<file path="src/core/wds_pkg.sv">
`default_nettype none
package wds_pkg;
   // ----------------------------------------------------------------
   // register map and keys
   // ----------------------------------------------------------------
   localparam logic [7:0] WDS_RESTART_REGISTER_ADDR = 8'hA6;
   localparam logic [7:0] WDS_PROGRAM_REGISTER_ADDR = 8'hA7;
   localparam logic [7:0] WDS_KEY_FIRST = 8'h1E;
   localparam logic [7:0] WDS_KEY_SECOND = 8'hE1;
   localparam logic [2:0] WDS_PERIOD_CODE_RESET = 3'h0;
   localparam logic [7:0] WDS_READ_ZERO = 8'h00;
   localparam int WDS_PERIOD_CODE_LSB = 0;
   localparam int WDS_PERIOD_CODE_W = 3;

   // ----------------------------------------------------------------
   // counter structure and timing
   // ----------------------------------------------------------------
   localparam int WDS_PRE_W = 14;
   localparam int WDS_CNT_W = 7;
   localparam int WDS_TOTAL_W = WDS_PRE_W + WDS_CNT_W;
   // tick clock periods per prescaler step
   localparam logic [2:0] WDS_TICK_DIV = 3'h6;
   // reset pin pulse, in oscillator periods
   localparam int WDS_PULSE_OSC_PERIODS = 96;
   localparam logic [6:0] WDS_PULSE_LAST = 7'(WDS_PULSE_OSC_PERIODS - 1);

   typedef enum logic [0:0]
   {
      WDS_KEY_WAIT = 1'b0,
      WDS_KEY_GOT_FIRST = 1'b1
   } wds_key_e;

   typedef struct packed
   {
      logic wr;
      logic rd;
      logic [7:0] addr;
      logic [7:0] wdata;
   } wds_sfr_req_s;

   // terminal value of the step count: (2^14 * 2^code) - 1
   function automatic logic [WDS_TOTAL_W-1:0] wds_limit(
      input logic [2:0] code);
      logic [WDS_TOTAL_W:0] one;
      one = 22'h00_0001;
      wds_limit = WDS_TOTAL_W'((one << (5'(code) + 5'(WDS_PRE_W))) - one);
   endfunction
endpackage
`default_nettype wire

</file>
<file path="src/core/wds_watchdog_supervisor.sv">
`timescale 1ns/1ns
`default_nettype none
module wds_watchdog_supervisor
(
   input wire logic CLK,
   input wire logic RST_B,
   input wire wds_pkg::wds_sfr_req_s SFR_REQ,
   output logic [7:0] SFR_RDATA,
   input wire logic DOUBLE_SPEED_MODE,
   input wire logic CLOCK_HALVING_SELECT,
   input wire logic POWER_DOWN,
   output logic RST_PIN,
   output logic TIMER_ENABLED
);
   import wds_pkg::*;

   // ----------------------------------------------------------------
   // declarations
   // ----------------------------------------------------------------
   wds_key_e key_state;
   wds_key_e next_key_state;
   logic next_enabled;
   logic [WDS_PRE_W-1:0] pre;
   logic [WDS_PRE_W-1:0] next_pre;
   logic [WDS_CNT_W-1:0] cnt;
   logic [WDS_CNT_W-1:0] next_cnt;
   logic [WDS_TOTAL_W-1:0] count;
   logic [WDS_TOTAL_W-1:0] count_inc;
   logic [WDS_TOTAL_W-1:0] limit;
   logic [WDS_PERIOD_CODE_W-1:0] period_code;
   logic [WDS_PERIOD_CODE_W-1:0] next_period_code;
   logic [7:0] next_rdata;
   logic overflow;
   logic next_overflow;
   logic key_done;
   logic restart_wr;
   logic program_wr;
   logic step;
   logic run;

   assign count = {cnt, pre};
   assign count_inc = count + 21'h00_0001;
   assign limit = wds_limit(period_code);

   // ----------------------------------------------------------------
   // register decode
   // ----------------------------------------------------------------
   always_comb
   begin
      // restart register decoded for writes only
      restart_wr = SFR_REQ.wr && (SFR_REQ.addr == WDS_RESTART_REGISTER_ADDR);
      program_wr = SFR_REQ.wr && (SFR_REQ.addr == WDS_PROGRAM_REGISTER_ADDR);
      next_period_code = period_code;
      if (program_wr)
      begin
         next_period_code =
            SFR_REQ.wdata[WDS_PERIOD_CODE_LSB +: WDS_PERIOD_CODE_W];
      end
      next_rdata = WDS_READ_ZERO;
      if (SFR_REQ.rd && (SFR_REQ.addr == WDS_PROGRAM_REGISTER_ADDR))
      begin
         next_rdata = {5'h00, period_code};
      end
   end

   // ----------------------------------------------------------------
   // key sequence detector
   // ----------------------------------------------------------------
   always_comb
   begin
      next_key_state = key_state;
      key_done = 1'b0;
      // restart writes pair up even with other cycles between them
      if (restart_wr)
      begin
         unique case (key_state)
            WDS_KEY_WAIT:
            begin
               if (SFR_REQ.wdata == WDS_KEY_FIRST)
               begin
                  next_key_state = WDS_KEY_GOT_FIRST;
               end
            end
            WDS_KEY_GOT_FIRST:
            begin
               if (SFR_REQ.wdata == WDS_KEY_SECOND)
               begin
                  key_done = 1'b1;
                  next_key_state = WDS_KEY_WAIT;
               end
               else if (SFR_REQ.wdata != WDS_KEY_FIRST)
               begin
                  next_key_state = WDS_KEY_WAIT;
               end
            end
         endcase
      end
   end

   // ----------------------------------------------------------------
   // prescaler and programmable counter
   // ----------------------------------------------------------------
   // only power-down and a low TIMER_ENABLED gate the tick, idle does not
   // power-down stops the tick so the count holds
   assign run = TIMER_ENABLED && !POWER_DOWN;

   always_comb
   begin
      next_enabled = TIMER_ENABLED;
      next_pre = pre;
      next_cnt = cnt;
      next_overflow = 1'b0;
      if (key_done)
      begin
         // restart clears the count, even mid step
         next_enabled = 1'b1;
         next_pre = '0;
         next_cnt = '0;
      end
      else if (overflow)
      begin
         // the pulse takes over; the outer reset follows
         next_enabled = 1'b0;
         next_pre = '0;
         next_cnt = '0;
      end
      else if (TIMER_ENABLED && step)
      begin
         // 14-bit prescaler carries into 7-bit counter
         // limit is read live, count is not touched
         // counting resumes from the held value
         {next_cnt, next_pre} = count_inc;
         // overflow when the terminal count is reached
         // overflow forces the chip reset pulse
         if (count_inc >= limit)
         begin
            next_overflow = 1'b1;
         end
      end
      // no software path clears the enable
   end

   // ----------------------------------------------------------------
   // state registers
   // ----------------------------------------------------------------
   always_ff @(posedge CLK)
   begin
      if (!RST_B)
      begin
         // a reset that ends power-down also lands here
         key_state <= WDS_KEY_WAIT;
         TIMER_ENABLED <= 1'b0;
         pre <= '0;
         cnt <= '0;
         overflow <= 1'b0;
         period_code <= WDS_PERIOD_CODE_RESET;
         SFR_RDATA <= WDS_READ_ZERO;
      end
      else
      begin
         key_state <= next_key_state;
         TIMER_ENABLED <= next_enabled;
         pre <= next_pre;
         cnt <= next_cnt;
         overflow <= next_overflow;
         period_code <= next_period_code;
         SFR_RDATA <= next_rdata;
      end
   end

   // ----------------------------------------------------------------
   // submodules
   // ----------------------------------------------------------------
   wds_tick u_tick
   (
      .clk(CLK),
      .rst_b(RST_B),
      .double_speed_mode(DOUBLE_SPEED_MODE),
      .clock_halving_select(CLOCK_HALVING_SELECT),
      .run(run),
      .clr(key_done),
      .step(step)
   );

   // overflow drives the reset pin pulse
   wds_pulse u_pulse
   (
      .clk(CLK),
      .rst_b(RST_B),
      .fire(overflow),
      .pulse(RST_PIN)
   );

   // ----------------------------------------------------------------
   // checks
   // ----------------------------------------------------------------
   chk_reset_disables: assert property (@(posedge CLK)
      !RST_B |=> !TIMER_ENABLED && (count == '0))
      else $error("timer not disabled after reset");

   chk_key_enables: assert property (
      @(posedge CLK) disable iff (!RST_B)
      (restart_wr && SFR_REQ.wdata == WDS_KEY_FIRST)
      ##1 (restart_wr && SFR_REQ.wdata == WDS_KEY_SECOND)
      |=> TIMER_ENABLED)
      else $error("key sequence did not enable timer");

   chk_key_clears: assert property (
      @(posedge CLK) disable iff (!RST_B)
      key_done |=> (count == '0) ##1 (count <= 21'h00_0001))
      else $error("key sequence did not clear count");

   chk_stays_enabled: assert property (
      @(posedge CLK) disable iff (!RST_B)
      TIMER_ENABLED && !overflow |=> TIMER_ENABLED)
      else $error("timer disabled without reset");

   chk_overflow_pin: assert property (
      @(posedge CLK) disable iff (!RST_B)
      $rose(overflow) |=> RST_PIN [*8])
      else $error("overflow did not raise reset pin");

   chk_limit_hit: assert property (
      @(posedge CLK) disable iff (!RST_B)
      $rose(overflow) |-> ($past(count) == limit - 21'h00_0001))
      else $error("overflow at wrong count");

   // an overflow clears the count on its own, even in power-down
   chk_pd_holds: assert property (
      @(posedge CLK) disable iff (!RST_B)
      POWER_DOWN && !key_done && !overflow ##1 POWER_DOWN
      |-> $stable(count))
      else $error("count moved in power-down");

   chk_step_adv: assert property (
      @(posedge CLK) disable iff (!RST_B)
      TIMER_ENABLED && step && !key_done && !overflow && !next_overflow
      |=> count == $past(count) + 21'h00_0001)
      else $error("count did not advance on step");

   chk_prog_read: assert property (
      @(posedge CLK) disable iff (!RST_B)
      SFR_REQ.rd && SFR_REQ.addr == WDS_PROGRAM_REGISTER_ADDR
      |=> SFR_RDATA == {5'h00, $past(period_code)})
      else $error("program register read wrong");

   chk_restart_wo: assert property (
      @(posedge CLK) disable iff (!RST_B)
      SFR_REQ.rd && SFR_REQ.addr == WDS_RESTART_REGISTER_ADDR
      |=> SFR_RDATA == WDS_READ_ZERO)
      else $error("restart register is readable");

   chk_code_reset: assert property (@(posedge CLK)
      !RST_B |=> period_code == WDS_PERIOD_CODE_RESET)
      else $error("period code not zero after reset");

   chk_code_keeps: assert property (
      @(posedge CLK) disable iff (!RST_B)
      program_wr && !step && !key_done && !overflow
      |=> $stable(count))
      else $error("period write disturbed count");

   chk_bad_second: assert property (
      @(posedge CLK) disable iff (!RST_B)
      key_state == WDS_KEY_WAIT && restart_wr
      && SFR_REQ.wdata == WDS_KEY_SECOND |-> !key_done)
      else $error("second key accepted without first");

   chk_pd_no_step: assert property (
      @(posedge CLK) disable iff (!RST_B)
      POWER_DOWN |-> !step)
      else $error("prescaler stepped in power-down");

   cov_enable: cover property (@(posedge CLK) disable iff (!RST_B)
      !TIMER_ENABLED ##1 TIMER_ENABLED);
   cov_overflow: cover property (@(posedge CLK) disable iff (!RST_B)
      $rose(RST_PIN));
   cov_pd_resume: cover property (@(posedge CLK) disable iff (!RST_B)
      TIMER_ENABLED && POWER_DOWN ##1 !POWER_DOWN ##[1:20] step);
   cov_restart: cover property (@(posedge CLK) disable iff (!RST_B)
      TIMER_ENABLED && key_done);
endmodule // wds_watchdog_supervisor
`default_nettype wire

</file>
<file path="src/core/wds_tick.sv">
`timescale 1ns/1ns
`default_nettype none
module wds_tick
   import wds_pkg::*;
(
   input wire logic clk,
   input wire logic rst_b,
   input wire logic double_speed_mode,
   input wire logic clock_halving_select,
   input wire logic run,
   input wire logic clr,
   output logic step
);
   logic half;
   logic next_half;
   logic [2:0] phase;
   logic [2:0] next_phase;
   logic full_rate;
   logic tick_en;

   // ----------------------------------------------------------------
   // tick clock enable and divide by six
   // ----------------------------------------------------------------
   always_comb
   begin
      // full rate only in double speed
      full_rate = double_speed_mode && !clock_halving_select;
      tick_en = full_rate || half;
      next_half = half;
      next_phase = phase;
      // unregistered, so power-down cannot let a queued step out
      step = 1'b0;
      if (clr)
      begin
         next_half = 1'b0;
         next_phase = 3'h0;
      end
      else if (run)
      begin
         // frozen while not running, so the phase is kept too
         next_half = !half;
         if (tick_en)
         begin
            if (phase == WDS_TICK_DIV - 3'h1)
            begin
               next_phase = 3'h0;
               step = 1'b1;
            end
            else
            begin
               next_phase = phase + 3'h1;
            end
         end
      end
   end

   always_ff @(posedge clk)
   begin
      if (!rst_b)
      begin
         half <= 1'b0;
         phase <= 3'h0;
      end
      else
      begin
         half <= next_half;
         phase <= next_phase;
      end
   end
endmodule // wds_tick
`default_nettype wire

</file>
<file path="src/core/wds_pulse.sv">
`timescale 1ns/1ns
`default_nettype none
module wds_pulse
   import wds_pkg::*;
(
   input wire logic clk,
   input wire logic rst_b,
   input wire logic fire,
   output logic pulse
);
   logic [6:0] cnt;
   logic [6:0] next_cnt;
   logic next_pulse;

   // ----------------------------------------------------------------
   // reset pin pulse of fixed width
   // ----------------------------------------------------------------
   always_comb
   begin
      next_cnt = cnt;
      next_pulse = pulse;
      if (!pulse && fire)
      begin
         next_pulse = 1'b1;
         next_cnt = 7'h00;
      end
      else if (pulse)
      begin
         // held high for 96 oscillator periods
         if (cnt == WDS_PULSE_LAST)
         begin
            next_pulse = 1'b0;
         end
         else
         begin
            next_cnt = cnt + 7'h01;
         end
      end
   end

   always_ff @(posedge clk)
   begin
      if (!rst_b)
      begin
         cnt <= 7'h00;
         pulse <= 1'b0;
      end
      else
      begin
         cnt <= next_cnt;
         pulse <= next_pulse;
      end
   end

   chk_pulse_width: assert property (
      @(posedge clk) disable iff (!rst_b)
      $rose(pulse) |-> ##95 pulse ##1 !pulse)
      else $error("reset pulse width is not 96 cycles");
endmodule // wds_pulse
`default_nettype wire

</file>
<file path="config.mk">
export PLATFORM = sky130hd
export DESIGN_NAME = wds_watchdog_supervisor
export DESIGN_NICKNAME = d
export VERILOG_FILES = /design/src/core/wds_pkg.sv /design/src/core/wds_watchdog_supervisor.sv /design/src/core/wds_tick.sv /design/src/core/wds_pulse.sv
export SDC_FILE = /design/constraint.sdc
export NUM_CORES = 1
export LEC_CHECK = 0
export ABC_CLOCK_PERIOD_IN_PS = 3300
export BUFFER_PORTS_ARGS = -buffer_cell sky130_fd_sc_hd__buf_2
export CAP_MARGIN = 20
export CORE_ASPECT_RATIO = 1.75
export CORE_MARGIN = 2
export CORE_UTILIZATION = 30
export CTS_CLUSTER_SIZE = 14
export DETAILED_ROUTE_END_ITERATION = 10
export PLACE_DENSITY = 0.55
export SYNTH_ARGS = -nofsm -noshare
export SYNTH_HDL_FRONTEND = slang
export SYNTH_HIERARCHICAL = 1
export SYNTH_SLANG_ARGS = --single-unit
</file>
<file path="constraint.sdc">
create_clock -name CLK -period 3.3 [get_ports CLK]
set_input_delay 0.99 -clock CLK [delete_from_list [all_inputs] [get_ports CLK]]
set_output_delay 0.99 -clock CLK [all_outputs]
set_load 0.01 [all_outputs]
</file>
==> run summary <==
Outcome: complete, no violations
Fin crit share: 89.5%
Postcts setup bufs: 0
Via density per instance: 4.75
CP Data Required Time: 3.45 ns
Most Used Layer, Global Route: met2
CTS Buf Count: 5
Peak VDD IR: 0.287 mV
DRT Pass-1 Iters: 4
Die H: 135 um
Most frequent cells in the layout: 42 x dfxtp_1, 36 x nor2_1, 27 x xnor2_1, 27 x ha_1, 27 x buf_2
DR iter-0 viols: 59
Total number of vias: 2353
Mapped Area: 2950 um^2
Initial antenna violation count: 0
Max Fclk: 339 MHz
CTS tree: done
Clock buffer depth: 2
Worst relative slew slack: 65.0%
Pwr per Cell Area: 317 nW/um^2
Tightest Pin Transition: 0.521 ns
Post-place instance area: 3170 um^2
Core Region: 9530 um^2
Die area: 10700 um^2
CTS root buffer: clkbuf_16
Leakage: 1.42 nW
Die W: 79.0 um
RePlAce Congestion: 0.788
Ys flop type: dfxtp_1
CP endpoint kind: flip-flop
Sequential area share after synthesis: 28.5%
CP peak stage delay: 0.39 ns
Vias in the first global route: 2347
Setup slack after layout: 0.348 ns
Critical path's slowest cell: dfxtp_1
WS Path Type: reg2reg
Largest net degree at the start of global routing: 23
Fin crit period: 2.95 ns
I/O pins: 33
CTS clk-pin slew, worst paths: 0.06 ns
RSZ-0062 raised after global routing: false
Flops & latches, synth: 42
Async set-reset flop share out of synthesis: 0%
Grt ovf: 0
H-tree depth: 2
Clk Latency, worst-skew pair: 0.29 ns
Routed Antenna Nets: 0
First-pass GRT wire length: 10900 um
GR Util met2: 25.8%
Port Buffer Count: 27
Distinct cells, synth: 54
EDFF count, synth: 0
Core Util, Final: 34.9%
Met3 usage: 2.27%
CP Cell Sequence: ha_1, nand3_2, or2_4, nor3_1, xor2_1, ha_1, a21o_1, a21o_1, a211oi_1, a211oi_1
Num rows: 47
Final Max Slew Viols: 0
Critical path's top delay family: simple AND/OR/NAND/NOR gates
GRT met1 Usage: 12.9%
Post_cts resized: 0
Dpl ws: 0.183 ns
Final routed DRC violation total: 0
Final setup fails: 0
P&R area growth vs syn: 12.5%
Post-Syn Area per Cell: 8.66 um^2
Max-cap viol count: 0
WP buf/inv: 0
Setup Skew: 0.00782 ns
Hold Vio Cnt, Final: 0
CTS Hold Bufs: 0
Starting Density: 31.0%
Avg WL per Cell: 12.7 um
Most common cell after layout, fill and taps aside: dfxtp_1
CTS sink cnt: 42
Synth warnings: 6
Ant diodes: 0
Setup Total Neg Slack: 0 ns
Synth Instances: 341
Fin area: 3320 um^2
# fillers: 1015
Dpl hpwl: 5060 um
Peak fanout along the critical path: 7
Layout cells sized above 1: 14.5%
Total GRT Usage: 12.8%
Placed Cells incl. Taps: 487
CP Launch Type: flip-flop
Total wire length: 6310 um
Hold/Removal Path Class: reg2reg
Final #Nets: 422
Arr. time, crit path: 3.10 ns
Post-Layout Cell Count: 495
## final cells by class
| type | instances | area [um^2] | share of cell area [%] |
|---|---|---|---|
| Multi-Input combinational cell | 279 | 1970 | 59.2 |
| Clock buffer | 7 | 143 | 4.29 |
| Timing Repair Buffer | 30 | 158 | 4.75 |
| Sequential cell | 42 | 841 | 25.3 |
| Tap cell | 122 | 153 | 4.60 |
| Clock inverter | 1 | 8.76 | 0.264 |
| Inverter | 14 | 52.6 | 1.58 |
## worst register-to-register path, cell delays in order, from the launching register on
cell	delay, ns
dfxtp_1	0.39
ha_1	0.25
nand3_2	0.20
or2_4	0.34
nor3_1	0.34
xor2_1	0.20
ha_1	0.26
a21o_1	0.16
a21o_1	0.17
a211oi_1	0.38
a211oi_1	0.14
## per-layer routing
layer	part of all wire, %	wire length, um	vias up
met4	1.1	68	0
li1	-	-	1235
met5	0	0	-
met1	38	2400	1083
met2	59	3700	29
met3	2.3	148	6
## where the power goes
group | total, mW | switching [mW] | internal (mW)
registers | 0.507 | 0.0000746 | 0.507
clock network | 0.508 | 0.203 | 0.304
logic | 0.0400 | 0.0232 | 0.0168
total | 1.05 | 0.227 | 0.828
## sequential cells by signal (all words and copies together), names as in the netlist
name,flops
pre,14
cnt,7
u_pulse/cnt,7
SFR_RDATA,3
period_code,3
u_tick/phase,3
TIMER_ENABLED,1
key_state,1
overflow,1
u_pulse/pulse,1
u_tick/half,1
## logic make-up (layout without fill, tap and decap cells)
family	Yosys count	in the layout	synth area share, %
AOI/OAI and AO/OA	38	38	8.65
xor gates and xnor gates	43	43	12.8
adders and majority gates	27	27	11.4
buffers and inverters	30	52	6.15
DFF	42	42	28.5
muxes	9	9	3.05
other	1	11	0.127
and+or+nand+nor	151	151	29.3
## synth_stat cells (2+ instances only)
library cell  count  area [um^2]
nor3_1           11         55.1
nor2_2            2         12.5
or4_1             2         15.0
xnor2_1          27          236
clkbuf_1          3         11.3
dfxtp_1          42          841
nand2b_1          4         25.0
a21oi_1          14         70.1
a211oi_1          6         45.0
ha_1             27          338
o21ai_0           4         20.0
or3_1             3         18.8
buf_4             5         37.5
nand4_1          10         62.6
nor2_1           36          135
and3_1            2         12.5
inv_1            14         52.6
nand2_1          23         86.3
xor2_1           16          140
mux2i_1           9         90.1
and2_1            6         37.5
nand3b_1          3         22.5
nor4_1            5         31.3
and4_1            2         17.5
nor4_2            3         37.5
nor2b_1           7         43.8
nand3_1          17         85.1
buf_6             5         56.3
o21a_1            2         15.0
buf_2             2         10.0
a21o_1            6         45.0
## path summary, 6_finish.rpt
check | start | end | slack (ns) | cells after the start
worst min register to register | u_tick/phase[0] | u_tick/phase[0] | 0.49 | 2
worst max-delay path | pre[1] | overflow | 0.35 | 10
worst max register to register | pre[1] | overflow | 0.35 | 10
worst min-delay path | u_tick/phase[0] | u_tick/phase[0] | 0.49 | 2
## metrics by stage
step	power (mW)	hold slack (ns)
global placement	0.558	0.467
CTS	1.07	0.493
finish	1.05	0.487
global route	1.10	0.516
detailed placement	0.559	0.483
floorplan	0.545	0.451
No activity file was read; power rests on OpenSTA's default activity.
